==> config.mk <==
export PLATFORM = sky130hd
export DESIGN_NAME = swcfg_regs
export DESIGN_NICKNAME = d
export VERILOG_FILES = /design/src/logic/swcfg_regs.v /design/src/logic/swcfg_len_decode.v /design/src/logic/swcfg_offset_hold.v
export VERILOG_INCLUDE_DIRS = /design/src /design/src/shared
export SDC_FILE = /design/constraint.sdc
export NUM_CORES = 1
export LEC_CHECK = 0
export BUFFER_PORTS_ARGS = -buffer_cell sky130_fd_sc_hd__buf_2
export CORE_MARGIN = 2
export CORE_UTILIZATION = 56
export CTS_BUF_LIST = sky130_fd_sc_hd__clkbuf_8
export DETAILED_ROUTE_END_ITERATION = 10
export PLACE_DENSITY = 0.86
export SLEW_MARGIN = 20
export SYNTH_ARGS = -nofsm -noshare
export SYNTH_HDL_FRONTEND = slang
export SYNTH_SLANG_ARGS = --single-unit
==> constraint.sdc <==
create_clock -name clk -period 9.8 [get_ports clk]
set_clock_uncertainty 0.1 [all_clocks]
set_input_delay 1.96 -clock clk [delete_from_list [all_inputs] [get_ports clk]]
set_output_delay 1.96 -clock clk [all_outputs]
set_load 0.02 [all_outputs]
==> src/shared/swcfg_consts.vh <==
// What this block does
// - Dual-search enable at bit 7 clear hunts the primary pattern only; set hunts both patterns.
// - The read-only matched-word flag at bit 5 is 0 for a primary match, 1 for a secondary one.
// - The matched-word flag only means something while the frame-delimiter flag is 1.
// - The five-bit length code in bits 4:0 sets the pattern bits matched; code 0 0000 means 32.
// - The primary pattern is four byte registers at indices 0x6195 to 0x6198, lowest byte first.
// - The secondary pattern is four byte registers at indices 0x61f8 to 0x61fb, lowest byte first.
// - The offset register is read-only and shows an eight-bit two's-complement carrier offset.
// - When the offset register refreshes is set by the offset filter mode field.
// - Filter mode 00 no compensation, 01 freeze after sync, 10 continuous, 11 freeze, double decay.
// - Pattern bit order 0 sends and expects the pattern LSB first, 1 MSB first.
`ifndef SWCFG_CONSTS_VH
`define SWCFG_CONSTS_VH

// ----------------------------------------
// Register indices (byte address = 4 * index)
// ----------------------------------------
`define SWCFG_IDX_SEARCH_CFG 16'h6194
`define SWCFG_IDX_PRIM_B0 16'h6195
`define SWCFG_IDX_PRIM_B1 16'h6196
`define SWCFG_IDX_PRIM_B2 16'h6197
`define SWCFG_IDX_PRIM_B3 16'h6198
`define SWCFG_IDX_OFFSET_EST 16'h6199
`define SWCFG_IDX_SEC_B0 16'h61f8
`define SWCFG_IDX_SEC_B1 16'h61f9
`define SWCFG_IDX_SEC_B2 16'h61fa
`define SWCFG_IDX_SEC_B3 16'h61fb
`define SWCFG_IDX_DEMOD_CTRL 16'h6200
`define SWCFG_IDX_RADIO_STATUS 16'h6201

// ----------------------------------------
// Field positions
// ----------------------------------------
`define SWCFG_DUAL_BIT 7
`define SWCFG_RSVD_BIT 6
`define SWCFG_MATCH_BIT 5
`define SWCFG_LEN_MSB 4
`define SWCFG_LEN_LSB 0
`define SWCFG_MODE_MSB 1
`define SWCFG_MODE_LSB 0
`define SWCFG_ORDER_BIT 2
`define SWCFG_FDF_BIT 0

// ----------------------------------------
// Reset values and encodings
// ----------------------------------------
`define SWCFG_RST_SEARCH_CFG 8'h00
`define SWCFG_RST_PATTERN 8'h00
`define SWCFG_RST_OFFSET 8'h00
`define SWCFG_RST_MODE 2'h1
`define SWCFG_RST_ORDER 1'h0
`define SWCFG_MODE_NONE 2'h0
`define SWCFG_MODE_FREEZE 2'h1
`define SWCFG_MODE_CONT 2'h2
`define SWCFG_MODE_FREEZE_DD 2'h3
`define SWCFG_LEN_FULL_BITS 6'h20
`define SWCFG_LEN_BASE_BITS 6'h10

`endif

==> src/logic/swcfg_regs.v <==
// Local design decision: the Avalon-MM interface to the registers.
`timescale 1ns/1ps
`default_nettype none
`include "swcfg_consts.vh"

module swcfg_regs #(
  parameter ADDR_W = 18
) (
  input wire clk,
  input wire rst,
  // Avalon-MM slave, byte addressed
  input wire [ADDR_W-1:0] avs_address,
  input wire avs_read,
  input wire avs_write,
  input wire [31:0] avs_writedata,
  input wire [3:0] avs_byteenable,
  output reg [31:0] avs_readdata,
  output wire avs_waitrequest,
  // Demodulator status
  input wire sync_detect,
  input wire sync_is_secondary,
  input wire frame_delimiter_flag,
  input wire [7:0] offset_raw,
  input wire offset_raw_valid,
  // Demodulator settings
  output wire [31:0] primary_pattern,
  output wire [31:0] secondary_sync_pattern,
  output reg [31:0] primary_tx_order,
  output reg [31:0] secondary_tx_order,
  output wire dual_search_en,
  output wire pattern_bit_order,
  output wire [1:0] offset_filter_mode,
  output wire [5:0] sync_len_bits,
  output wire [31:0] sync_len_mask,
  output wire sync_len_reserved,
  output wire offset_comp_en,
  output wire offset_double_decay,
  output wire [7:0] carrier_offset_value,
  output wire matched_word_flag
);

  // ----------------------------------------
  // Bus handshake
  // ----------------------------------------
  // One wait state on every access: read data is registered in the
  // first cycle and presented while waitrequest is low.
  reg ack_r;
  wire req;
  wire wr_go;
  wire [15:0] word_idx;
  wire wr_lane0;

  assign req = avs_read | avs_write;
  assign avs_waitrequest = req & ~ack_r;
  assign wr_go = avs_write & ack_r;
  assign word_idx = avs_address[17:2];
  assign wr_lane0 = wr_go & avs_byteenable[0] & (avs_address[1:0] == 2'h0);

  always @(posedge clk or posedge rst) begin
    if (rst) begin
      ack_r <= 1'b0;
    end else begin
      ack_r <= req & ~ack_r;
    end
  end

  // ----------------------------------------
  // Sync search configuration
  // ----------------------------------------
  reg dual_r;
  reg rsvd_r;
  reg [4:0] len_code_r;
  reg match_r;
  wire cfg_hit;
  wire [7:0] cfg_rd;
  localparam [7:0] CFG_RST = `SWCFG_RST_SEARCH_CFG;

  assign cfg_hit = (word_idx == `SWCFG_IDX_SEARCH_CFG);

  always @(posedge clk or posedge rst) begin
    if (rst) begin
      dual_r <= CFG_RST[`SWCFG_DUAL_BIT];
      rsvd_r <= CFG_RST[`SWCFG_RSVD_BIT];
      len_code_r <= CFG_RST[`SWCFG_LEN_MSB:`SWCFG_LEN_LSB];
    end else if (wr_lane0 && cfg_hit) begin
      dual_r <= avs_writedata[`SWCFG_DUAL_BIT];
      // Stored as written; software keeps it zero
      rsvd_r <= avs_writedata[`SWCFG_RSVD_BIT];
      len_code_r <= avs_writedata[`SWCFG_LEN_MSB:`SWCFG_LEN_LSB];
    end
  end

  assign dual_search_en = dual_r;

  // ----------------------------------------
  // Matched-word flag
  // ----------------------------------------
  // A secondary hit is impossible with dual search off, so it is masked
  // to keep a stray status strobe from reporting one.
  always @(posedge clk or posedge rst) begin
    if (rst) begin
      match_r <= 1'b0;
    end else if (sync_detect) begin
      match_r <= sync_is_secondary & dual_r;
    end
  end

  // Only meaningful while the frame delimiter is up; software must
  // qualify it with the radio status register.
  assign matched_word_flag = match_r;

  assign cfg_rd = {dual_r, rsvd_r, match_r, len_code_r};

  // ----------------------------------------
  // Pattern byte registers
  // ----------------------------------------
  wire [7:0] pat_byte [0:7];
  wire [7:0] pat_hit;

  genvar gi;
  generate
    for (gi = 0; gi < 8; gi = gi + 1) begin : g_pat
      localparam integer IDX_INT = (gi < 4) ? (`SWCFG_IDX_PRIM_B0 + gi) :
                                              (`SWCFG_IDX_SEC_B0 + (gi - 4));
      localparam [15:0] IDX = IDX_INT[15:0];
      reg [7:0] byte_r;
      assign pat_hit[gi] = (word_idx == IDX);
      always @(posedge clk or posedge rst) begin
        if (rst) begin
          byte_r <= `SWCFG_RST_PATTERN;
        end else if (wr_lane0 && pat_hit[gi]) begin
          byte_r <= avs_writedata[7:0];
        end
      end
      assign pat_byte[gi] = byte_r;
    end
  endgenerate

  // Lowest address holds the lowest pattern byte
  assign primary_pattern = {pat_byte[3], pat_byte[2], pat_byte[1], pat_byte[0]};
  assign secondary_sync_pattern =
    {pat_byte[7], pat_byte[6], pat_byte[5], pat_byte[4]};

  // ----------------------------------------
  // Demodulator control (filter mode, bit order)
  // ----------------------------------------
  reg [1:0] mode_r;
  reg order_r;
  wire ctrl_hit;
  wire stat_hit;
  wire est_hit;

  assign ctrl_hit = (word_idx == `SWCFG_IDX_DEMOD_CTRL);
  assign stat_hit = (word_idx == `SWCFG_IDX_RADIO_STATUS);
  assign est_hit = (word_idx == `SWCFG_IDX_OFFSET_EST);

  always @(posedge clk or posedge rst) begin
    if (rst) begin
      mode_r <= `SWCFG_RST_MODE;
      order_r <= `SWCFG_RST_ORDER;
    end else if (wr_lane0 && ctrl_hit) begin
      mode_r <= avs_writedata[`SWCFG_MODE_MSB:`SWCFG_MODE_LSB];
      order_r <= avs_writedata[`SWCFG_ORDER_BIT];
    end
  end

  assign offset_filter_mode = mode_r;
  assign pattern_bit_order = order_r;

  // ----------------------------------------
  // Patterns in line order
  // ----------------------------------------
  // Bit 0 of each output is the first bit on air. Registered so the
  // correlator never sees a half-swapped word after an order change.
  wire [31:0] prim_ord_nxt;
  wire [31:0] sec_ord_nxt;

  genvar bi;
  generate
    for (bi = 0; bi < 32; bi = bi + 1) begin : g_order
      assign prim_ord_nxt[bi] = order_r ? primary_pattern[31-bi] :
                                          primary_pattern[bi];
      assign sec_ord_nxt[bi] = order_r ? secondary_sync_pattern[31-bi] :
                                         secondary_sync_pattern[bi];
    end
  endgenerate

  // One process drives both words and is the only driver of each output register
  always @(posedge clk or posedge rst) begin
    if (rst) begin
      primary_tx_order <= 32'h00000000;
      secondary_tx_order <= 32'h00000000;
    end else begin
      primary_tx_order <= prim_ord_nxt;
      secondary_tx_order <= sec_ord_nxt;
    end
  end

  // ----------------------------------------
  // Length decode and offset estimate
  // ----------------------------------------
  swcfg_len_decode swcfg_len_decode_inst (
    .clk(clk),
    .rst(rst),
    .len_code(len_code_r),
    .len_bits(sync_len_bits),
    .len_mask(sync_len_mask),
    .len_reserved(sync_len_reserved)
  );

  swcfg_offset_hold swcfg_offset_hold_inst (
    .clk(clk),
    .rst(rst),
    .mode(mode_r),
    .frame_delimiter_flag(frame_delimiter_flag),
    .offset_raw(offset_raw),
    .offset_raw_valid(offset_raw_valid),
    .carrier_offset_value(carrier_offset_value),
    .offset_comp_en(offset_comp_en),
    .offset_double_decay(offset_double_decay)
  );

  // ----------------------------------------
  // Read-back
  // ----------------------------------------
  // Unmapped or misaligned reads return zero; writes there are dropped.
  reg [7:0] rd_byte;
  integer ri;

  always @* begin
    rd_byte = 8'h00;
    if (cfg_hit) begin
      rd_byte = cfg_rd;
    end else if (est_hit) begin
      rd_byte = carrier_offset_value;
    end else if (ctrl_hit) begin
      rd_byte = {5'h00, order_r, mode_r};
    end else if (stat_hit) begin
      rd_byte = {7'h00, frame_delimiter_flag};
    end else begin
      for (ri = 0; ri < 8; ri = ri + 1) begin
        if (pat_hit[ri]) begin
          rd_byte = pat_byte[ri];
        end
      end
    end
    if (avs_address[1:0] != 2'h0) begin
      rd_byte = 8'h00;
    end
  end

  always @(posedge clk or posedge rst) begin
    if (rst) begin
      avs_readdata <= 32'h00000000;
    end else if (avs_read && !ack_r) begin
      avs_readdata <= {24'h000000, rd_byte};
    end
  end

endmodule // swcfg_regs
`default_nettype wire

==> src/logic/swcfg_len_decode.v <==
`timescale 1ns/1ps
`default_nettype none
`include "swcfg_consts.vh"

module swcfg_len_decode (
  input wire clk,
  input wire rst,
  input wire [4:0] len_code,
  output reg [5:0] len_bits,
  output reg [31:0] len_mask,
  output reg len_reserved
);

  reg [5:0] bits_nxt;
  reg rsvd_nxt;
  integer k;
  reg [31:0] mask_nxt;

  always @* begin
    bits_nxt = `SWCFG_LEN_FULL_BITS;
    rsvd_nxt = 1'b0;
    mask_nxt = 32'h00000000;
    if (len_code[4]) begin
      bits_nxt = `SWCFG_LEN_BASE_BITS + {2'h0, len_code[3:0]};
    end else if (len_code[3:0] != 4'h0) begin
      // Reserved codes fall back to full length
      rsvd_nxt = 1'b1;
    end
    for (k = 0; k < 32; k = k + 1) begin
      mask_nxt[k] = (k < bits_nxt);
    end
  end

  always @(posedge clk or posedge rst) begin
    if (rst) begin
      len_bits <= `SWCFG_LEN_FULL_BITS;
      len_mask <= 32'hffffffff;
      len_reserved <= 1'b0;
    end else begin
      len_bits <= bits_nxt;
      len_mask <= mask_nxt;
      len_reserved <= rsvd_nxt;
    end
  end

endmodule // swcfg_len_decode
`default_nettype wire

==> src/logic/swcfg_offset_hold.v <==
`timescale 1ns/1ps
`default_nettype none
`include "swcfg_consts.vh"

module swcfg_offset_hold (
  input wire clk,
  input wire rst,
  input wire [1:0] mode,
  input wire frame_delimiter_flag,
  input wire [7:0] offset_raw,
  input wire offset_raw_valid,
  output reg [7:0] carrier_offset_value,
  output reg offset_comp_en,
  output reg offset_double_decay
);

  reg freeze;

  always @* begin
    case (mode)
      `SWCFG_MODE_FREEZE: freeze = frame_delimiter_flag;
      `SWCFG_MODE_FREEZE_DD: freeze = frame_delimiter_flag;
      default: freeze = 1'b0;
    endcase
  end

  always @(posedge clk or posedge rst) begin
    if (rst) begin
      carrier_offset_value <= `SWCFG_RST_OFFSET;
      offset_comp_en <= 1'b0;
      offset_double_decay <= 1'b0;
    end else begin
      if (offset_raw_valid && !freeze) begin
        carrier_offset_value <= offset_raw;
      end
      offset_comp_en <= (mode != `SWCFG_MODE_NONE);
      offset_double_decay <= (mode == `SWCFG_MODE_FREEZE_DD);
    end
  end

endmodule // swcfg_offset_hold
`default_nettype wire

==> results.yml, run 1 <==
sta:
  hold_violations: 0
  period_needed_ns: 4.46
  drv_slew: 0
  fmax_mhz: 224
  rsz0062_at_grt: "false"
  tns_ns: 0
  setup_viol: 0
  max_slew_margin: 0.279
  fin_crit_sh: 0.455
  tightest_slew_ns: 1.07
die:
  io_pins: 285
  coreArea_um2: 14000
  die_y_um: 124
  dieWidth_um: 124
  die_area_um2: 15400
  start_util: 0.577
  row_count: 43
setup_path:
  start_kind: "input pin"
  cp_max_fo: 3
  cp.required_ns: 7.74
  reg2reg_from: "ack_r"
  r2r.worst_path.cells: 4
  r2r-end: "g_pat[4].byte_r[4]"
  r2r_slack_ns: 7.31
  cp.arrival_ns: 2.40
  critPathKind: "input pin to primary output"
  endpoint_kind: "primary output"
clock_network:
  cts_htree_levels: 4
  clockBufferDepth: 2
  path_clk_slew_ns: 0.08
  cts_num_sinks: 180
  cts_tree: "built"
  numCtsBuffers: 17
  clkLatencyLatePin_ns: 0.47
  root_buffer: "clkbuf_8"
  post-cts-setup-buffers: 0
  cts_resized: 0
  hold_buffers: 0
global_routing:
  grt_first_pass_wirelength_um: 32200
  grt.total_usage: 0.284
  antenna_found_initial: 0
  overflow: 0
  grt_pass1_vias: 5922
  grt_max_degree: 100
synthesis:
  syn_area_per_cell_um2: 12.4
  yosys.area_share.xor_xnor: 0
  synth_compound_area_frac: 0.0754
  synthAdderAreaFrac: 0
  seq_area_frac_synth: 0.560
  synth_largest_area_cell: "dfrtp_1"
  ys_warn_count: 0
  synth_seq_cells: 180
  synth_cells: 651
  synth_edf_count: 0
  synth_top_family_by_area: "multiplexers"
  yosysUniqueCellTypes: 60
  synthFlopType: "dfrtp_1"
  yosys-top-cells-area: "dfrtp_1, mux2_2, dfstp_2, buf_4, o21ai_0"
  muxShareOfSynthArea: 0.208
  postSynth.asyncResetShare: 1.00
  synthDominantCellAreaShare: 0.505
  syn-cell-area_um2: 8080
  synth-simple-area-share: 0.0991
drt:
  post_drt_wl_per_cell_um: 20.3
  drtIter0Drc: 552
  drt_pass1_iterations: 7
  drc: 0
  routed_wl_um: 21400
  via_count: 6120
  postRouteAntennaNets: 0
  avgViaCountPerCell: 5.82
final_layout:
  n_antenna_cell: 0
  regArea_um2: 4530
  multi_input_area_um2: 3250
  fillers: 1071
  layout-drive-gt1-share: 0.493
  finalNetCount: 929
  areaGrowthSynthToFinish_pct: 18.4
  instances_no_fill: 1052
placement:
  io_buffers: 217
  gp_congestion: 0.975
  dp_hpwl_um: 15200
  placed_cells: 1020
hold_path:
  hold_class: "flip-flop to flip-flop"
  min_to: "ack_r"
  min-delay-start: "ack_r"
  min_path_cells: 1
status:
  status: "finished clean"
power_and_ir_drop:
  ir_drop_mv: 0.106
  p_per_area_nw_per_um2: 141
  p_leak_nw: 5.02
job:
  maxCapViolCount: 0
## through the flow
| step | worst slack (ns) | util | cell area, um^2 | total power (W) | hold slack, ns |
|---|---|---|---|---|---|
| final | 5.34 | 0.684 | 9560 | 0.00134 | 0.390 |
| after global routing | 5.26 | 0.684 | 9560 | 0.00140 | 0.427 |
| after CTS | 5.33 | 0.683 | 9560 | 0.00135 | 0.394 |
| after detailed placement | 5.06 | 0.654 | 9150 | 0.000845 | 0.383 |
| after global placement | 5.06 | 0.654 | 9150 | 0.000843 | 0.358 |
| after floorplan | 2.88 | - | 8220 | 0.000826 | 0.319 |
## flip-flops by register name (all words and copies together), names as in the netlist, 2 cells and up
register and count:
offset_filter_mode 2, secondary_tx_order 32, swcfg_offset_hold_inst.carrier_offset_value 8, avs_readdata 8
swcfg_len_decode_inst.len_bits 6, g_pat.byte_r 64, len_code_r 5, primary_tx_order 32
swcfg_len_decode_inst.len_mask 15
## cell usage in the layout (no fill, tap or decap), types with 7 or more instances in the layout
master	instances
a21oi_1	16
buf_2	217
clkbuf_8	19
conb_1	40
dfrtp_1	162
dfstp_2	17
inv_1	9
inv_6	7
mux2_2	143
mux2i_1	7
nand2_1	45
nand3_1	7
nand4_1	12
nor2_1	30
nor3_1	7
o21ai_0	37
## routing by layer
metal | global-route usage | vias up | share of wire
met5 | 0 | - | 0
met4 | 0.0906 | 0 | 0.024
met1 | 0.364 | 3062 | 0.40
li1 | - | 2687 | -
met3 | 0.0856 | 36 | 0.098
met2 | 0.463 | 335 | 0.48
## cells in the mapped netlist, types with 2 or more instances
cell      count
dfstp_2      17
a21o_1        4
a221o_1       2
nand4_1      12
o21ai_0      37
and2_1        4
o211ai_1      2
a21oi_1      16
a21bo_2       2
nor2_1       30
a22oi_1       5
nand3_1       7
a211oi_1      2
nor4bb_1      2
buf_1         8
nor2_4        2
dfrtp_1     163
o221ai_1      5
a31oi_1       4
clkbuf_1     19
nor4_1        6
conb_1        2
buf_4        41
nand2b_1      4
mux2_2      143
o22a_1        2
or4b_2        3
nand2_1      45
buf_2         2
nor3_1        7
inv_1         9
or3_1         3
a22o_1        4
mux2i_1       7
or2_2         3
or4_1         3
## worst max path at each step
stage	depth (start not counted)	start	to
after floorplan	1	rst	ack_r
after global placement	6	avs_address[3]	len_code_r[4]
after detailed placement	6	avs_address[3]	len_code_r[3]
after CTS	4	avs_write	avs_waitrequest
after global routing	4	avs_write	avs_waitrequest
final	4	avs_write	avs_waitrequest
## critical path, stage by stage
cell and delay, ns:
buf_2 0.10, nor2_1 0.04, nor2_1 0.12, buf_2 0.18
## layout make-up
type / count / share of cell area
clock inverter: 13 / 0.0152
timing repair buffer: 221 / 0.117
inverter: 9 / 0.00406
multi-input combinational: 430 / 0.339
clock buffer: 19 / 0.0273
tap: 180 / 0.0235
sequential: 180 / 0.473
## report_power, final
part	internal, W	leakage (nW)	switching (W)
sequential	0.000746	2.41	0.00000359
clock	0.000244	0.206	0.000269
combinational	0.0000192	2.40	0.0000624
total	0.00101	5.02	0.000335
## cells by family after synthesis
kind of cell	count (synthesis)
other cells	2
flops	180
buf+inv	79
compound gates	95
simple gates	145
mux	150
Note: power is estimated with default switching activity, not from simulation.
==> inputs of run 2 (changes only) <==
--- a/config.mk
+++ b/config.mk
@@ -8,10 +8,10 @@
 export LEC_CHECK = 0
 export BUFFER_PORTS_ARGS = -buffer_cell sky130_fd_sc_hd__buf_2
 export CORE_MARGIN = 2
-export CORE_UTILIZATION = 56
+export CORE_UTILIZATION = 52
 export CTS_BUF_LIST = sky130_fd_sc_hd__clkbuf_8
 export DETAILED_ROUTE_END_ITERATION = 10
-export PLACE_DENSITY = 0.86
+export PLACE_DENSITY = 0.81
 export SLEW_MARGIN = 20
 export SYNTH_ARGS = -nofsm -noshare
 export SYNTH_HDL_FRONTEND = slang
==> constraint.sdc (replaced) <==
create_clock -name clk -period 4.6 [get_ports clk]
set_clock_uncertainty 0.1 [all_clocks]
set_input_delay 0.92 -clock clk [delete_from_list [all_inputs] [get_ports clk]]
set_output_delay 0.92 -clock clk [all_outputs]
set_load 0.02 [all_outputs]
==> results.yml, run 2 (synthesized netlist as in run 1, its figures left out) <==
job:
  maxCapViolCount: 0
drt:
  via_count: 5958
  drt_pass1_iterations: 5
  postRouteAntennaNets: 0
  avgViaCountPerCell: 5.60
  routed_wl_um: 21400
  drtIter0Drc: 413
  drc: 0
  post_drt_wl_per_cell_um: 20.2
placement:
  gp_congestion: 0.957
  io_buffers: 217
  dp_hpwl_um: 15300
final_layout:
  largest_register_ffs: 64
  fillers: 1204
  n_antenna_cell: 0
  reg_top3: "g_pat.byte_r: 64 flops, primary_tx_order: 32 flops, secondary_tx_order: 32 flops"
  multi_input_area_um2: 3250
  regArea_um2: 4530
  top_register: "g_pat.byte_r"
  layout-drive-gt1-share: 0.495
  final_cell_mix: "buf_2, dfrtp_1, mux2_2, nand2_1, conb_1"
  areaGrowthSynthToFinish_pct: 19.5
  finalNetCount: 932
  final_common_cell: "buf_2"
sta:
  tns_ns: 0
  hold_violations: 0
  drv_slew: 0
  fin_crit_sh: 0.646
  hold_ws_ns: 0.406
  fmax_mhz: 337
  period_needed_ns: 2.97
  max_slew_margin: 0.364
  tightest_slew_ns: 0.953
  setup_viol: 0
  rsz0062_at_grt: "false"
power_and_ir_drop:
  p_per_area_nw_per_um2: 309
  p_leak_nw: 5.06
  ir_drop_mv: 0.247
setup_path:
  cp.required_ns: 4.90
  critPathKind: "input pin to flip-flop"
  slowest_delay_ns: 0.74
  cp_max_fo: 35
  endpoint_kind: "flip-flop"
  start_kind: "input pin"
  crit_chain: "buf_2 > nor3b_1 > nor4bb_1 > o21ai_0 > a31oi_1 > a21o_1"
  cp.arrival_ns: 3.27
  crit_slowest_cell: "nor4bb_1"
die:
  die_area_um2: 16500
  start_util: 0.531
  row_count: 45
  coreArea_um2: 15200
  die_y_um: 129
  io_pins: 285
  dieWidth_um: 129
clock_network:
  hold_buffers: 0
  numCtsBuffers: 17
  path_clk_slew_ns: 0.08
  clockBufferDepth: 2
  cts_num_sinks: 180
  root_buffer: "clkbuf_8"
  cts_resized: 0
  post-cts-setup-buffers: 0
  cts_htree_levels: 4
  clkLatencyLatePin_ns: 0.47
  cts_tree: "built"
global_routing:
  antenna_found_initial: 1
  overflow: 0
  grt.total_usage: 0.266
  grt_pass1_vias: 5742
  grt_max_degree: 181
  grt_first_pass_wirelength_um: 32900
hold_path:
  hold_class: "flip-flop to flip-flop"
status:
  status: "finished clean"
## run 2: final timing paths
check	from	to	slack, ns	cells past startpoint
max	avs_address[3]	avs_readdata[5]	1.63	6
min	ack_r	ack_r	0.41	1
max reg2reg	ack_r	g_pat[4].byte_r[1]	2.14	4
min reg2reg	ack_r	ack_r	0.41	1
max in group asynchronous	rst	g_pat[0].byte_r[2]	3.09	3
min in group asynchronous	rst	swcfg_offset_hold_inst.carrier_offset_value[6]	0.61	3
## run 2: report_power, final
part / switching, W / internal, W / leakage [nW] / total, W
Sequential: 0.00000762 / 0.00159 / 2.41 / 0.00160
Combinational: 0.000133 / 0.0000416 / 2.42 / 0.000174
Clock: 0.000578 / 0.000630 / 0.226 / 0.00121
Total: 0.000719 / 0.00226 / 5.06 / 0.00298
## run 2: metal layers
layer	track usage	wire length [um]
met1	0.356	9110
met2	0.424	10100
met3	0.0748	1800
met4	0.0902	389
met5	0	0
## run 2: worst max-delay path, delay by kind of cell
family,cells,cell delay [ns]
compound gates,3,0.78
buf+inv,1,0.56
simple gates,2,1.00
## run 2: area by class of cell
class                   instances  area share
flip-flops and latches        180       0.469
repair buffers                224       0.119
multi-input cells             430       0.336
clock inverters                13      0.0200
inverters                       9     0.00389
clock buffers                  19      0.0271
well taps                     188      0.0244
## run 2: stage by stage
stage	utilization	std cells	setup slack (ns)	total power, W	area (um^2)
floorplan	-	689	1.29	0.00176	8220
global placement	0.605	1031	1.17	0.00180	9200
detailed placement	0.605	1031	1.18	0.00180	9200
CTS	0.635	1063	1.69	0.00301	9650
global route	0.635	1063	1.39	0.00308	9650
finish	0.635	1063	1.63	0.00298	9650
==> inputs of run 3 (changes only) <==
--- a/config.mk
+++ b/config.mk
@@ -6,12 +6,13 @@
 export SDC_FILE = /design/constraint.sdc
 export NUM_CORES = 1
 export LEC_CHECK = 0
+export ABC_AREA = 1
 export BUFFER_PORTS_ARGS = -buffer_cell sky130_fd_sc_hd__buf_2
 export CORE_MARGIN = 2
-export CORE_UTILIZATION = 52
+export CORE_UTILIZATION = 47
 export CTS_BUF_LIST = sky130_fd_sc_hd__clkbuf_8
 export DETAILED_ROUTE_END_ITERATION = 10
-export PLACE_DENSITY = 0.81
+export PLACE_DENSITY = 0.77
 export SLEW_MARGIN = 20
 export SYNTH_ARGS = -nofsm -noshare
 export SYNTH_HDL_FRONTEND = slang
==> constraint.sdc (replaced) <==
create_clock -name clk -period 2.7 [get_ports clk]
set_clock_uncertainty 0.1 [all_clocks]
set_input_delay 0.54 -clock clk [delete_from_list [all_inputs] [get_ports clk]]
set_output_delay 0.54 -clock clk [all_outputs]
set_load 0.02 [all_outputs]
==> results.yml, run 3 <==
status:
  status: "finished clean"
clock_network:
  cts_tree: "built"
  hold_buffers: 0
  path_clk_slew_ns: 0.09
  cts_resized: 0
  cts_htree_levels: 4
  clkLatencyLatePin_ns: 0.47
  numCtsBuffers: 17
  cts_num_sinks: 180
  clockBufferDepth: 2
  post-cts-setup-buffers: 0
  root_buffer: "clkbuf_8"
synthesis:
  synth_largest_area_cell: "dfrtp_1"
  seq_area_frac_synth: 0.571
  yosysUniqueCellTypes: 36
  synth_seq_cells: 180
  synth_edf_count: 0
  synthDominantCellAreaShare: 0.515
  syn-cell-area_um2: 7930
  synth_most_common_cell: "nand2_1"
  syn_area_per_cell_um2: 8.84
  synthFlopType: "dfrtp_1"
  ys_warn_count: 0
  postSynth.asyncResetShare: 1.00
  synth_commonest_cells: "nand2_1, dfrtp_1, o21ai_0"
  yosys-top-cells-area: "dfrtp_1, nand2_1, o21ai_0, dfstp_2, inv_1"
  synth_cells: 896
setup_path:
  cp_max_fo: 7
  cp.required_ns: 3.02
  reg2reg_from: "ack_r"
  r2r.worst_path.cells: 5
  r2r-end: "g_pat[5].byte_r[6]"
  r2r_slack_ns: 0.83
  critPathKind: "input pin to flip-flop"
  cp.arrival_ns: 2.40
  start_kind: "input pin"
  endpoint_kind: "flip-flop"
final_layout:
  top_register: "g_pat.byte_r"
  finalNetCount: 1180
  multi_input_area_um2: 2740
  final_common_cell: "nand2_1"
  largest_register_ffs: 64
  design_area_um2: 9530
  reg_top3: "g_pat.byte_r: 64 flops, primary_tx_order: 32 flops, secondary_tx_order: 32 flops"
  layout-drive-gt1-share: 0.287
  fillers: 1478
  regArea_um2: 4530
  areaGrowthSynthToFinish_pct: 20.2
  final_cell_mix: "nand2_1, buf_2, dfrtp_1, o21ai_0, inv_1"
  fin_util: 0.576
power_and_ir_drop:
  power.switching_w: 0.00121
  p_int_w: 0.00378
  p_per_area_nw_per_um2: 524
  ir_drop_mv: 0.287
  switching_share: 0.242
  seqPwrFrac: 0.546
  combPwrFrac: 0.052
  p_leak_nw: 5.05
  clockPowerShare: 0.402
drt:
  routed_wl_um: 21300
  via_count: 6697
  postRouteAntennaNets: 0
  drc: 0
  avgViaCountPerCell: 4.98
  drtIter0Drc: 446
  drt_pass1_iterations: 5
  post_drt_wl_per_cell_um: 15.8
sta:
  tightest_slew_ns: 0.662
  setup_viol: 0
  period_needed_ns: 2.08
  drv_slew: 0
  fin_ws_ns: 0.615
  fmax_mhz: 480
  rsz0062_at_grt: "false"
  tns_ns: 0
  hold_violations: 0
  fin_crit_sh: 0.772
  max_slew_margin: 0.558
die:
  start_util: 0.480
  row_count: 47
  die_area_um2: 17900
  dieWidth_um: 134
  die_y_um: 134
  coreArea_um2: 16500
  io_pins: 285
placement:
  preCtsSetupSlack_ns: 0.130
  gp_congestion: 0.930
  dp_hpwl_um: 15800
  dpl-instance-area_um2: 9090
  io_buffers: 217
global_routing:
  overflow: 0
  grt_first_pass_wirelength_um: 32600
  grt_pass1_vias: 5987
  antenna_found_initial: 1
  grt.total_usage: 0.239
  grt_max_degree: 94
hold_path:
  hold_class: "input pin to asynchronous set/reset pin"
job:
  maxCapViolCount: 0
## run 3: cell types whose count changed in the layout (fill, tap and decap cells not counted), moves of 7 or more
| cell | change |
|---|---|
| mux2_2 | -135 |
| inv_2 | +8 |
| nand3_1 | +30 |
| mux2i_1 | -7 |
| o21ai_1 | +9 |
| nand2_1 | +177 |
| o21ai_0 | +68 |
| a21oi_1 | +22 |
| inv_1 | +77 |
| nor2_1 | +43 |
| o21ai_2 | +8 |
## run 3: cells by family (layout without fill, tap and decap cells)
logic type | count (synthesis) | in the layout | share of synthesized area
and+or+nand+nor | 377 | 377 | 0.206
buffers and inverters | 164 | 353 | 0.101
muxes | 8 | 8 | 0.0114
other | 2 | 41 | 0.000948
AOI/OAI and AO/OA | 165 | 165 | 0.109
DFF | 180 | 180 | 0.571
## run 3: worst max-delay path: stages
cell and delay (ns):
buf_2 0.09, nor2_1 0.13, nand2_1 0.09, nor2_2 0.35, nand2_1 0.25, nor2_1 0.39, nand2_1 0.09, nand4_1 0.12
nand2_1 0.11, nand2_1 0.10, nand3_1 0.07, nand2_1 0.07
## run 3: routing by layer
metal / share of wire / track usage / wire (um) / vias to the layer above
met2: 0.47 / 0.382 / 10100 / 257
met5: 0 / 0 / 0 / -
met4: 0.021 / 0.0786 / 455 / 0
li1: - / - / - / 3216
met1: 0.44 / 0.331 / 9320 / 3192
met3: 0.067 / 0.0446 / 1420 / 32
## run 3: cell type report
cell class	instances	area share
timing repair buffer	227	0.125
multi-input combinational	590	0.288
sequential	180	0.476
clock inverter	15	0.0213
tap	220	0.0289
antenna	1	0.000263
clock buffer	17	0.0246
inverter	94	0.0374
## run 3: how the worst max path moves through the flow
| stage | startpoint | endpoint | slack (ns) |
|---|---|---|---|
| after floorplan | rst | ack_r | -0.23 |
| after global placement | avs_address[13] | avs_readdata[5] | 0.17 |
| after detailed placement | avs_address[13] | avs_readdata[1] | 0.13 |
| after CTS | avs_address[13] | avs_readdata[1] | 0.63 |
| after global routing | avs_address[13] | g_pat[5].byte_r[1] | 0.38 |
| final | avs_address[13] | avs_readdata[5] | 0.62 |
## run 3: per-stage QoR
stage / power, W / std cells / hold slack [ns]
4_1_cts: 0.00502 / 1343 / 0.134
3_5_place_dp: 0.00304 / 1311 / 0.362
6_report: 0.00499 / 1344 / 0.117
2_1_floorplan: 0.00298 / 934 / 0.272
5_1_grt: 0.00518 / 1343 / 0.132
3_3_place_gp: 0.00304 / 1311 / 0.361
## run 3: power groups by stage
stage / clock (W) / combinational [W] / sequential (W)
after floorplan: 0 / 0.000195 / 0.00279
after detailed placement: 0 / 0.000265 / 0.00278
after global routing: 0.00216 / 0.000288 / 0.00273
final: 0.00200 / 0.000261 / 0.00272
after CTS: 0.00203 / 0.000265 / 0.00272
after global placement: 0 / 0.000262 / 0.00277
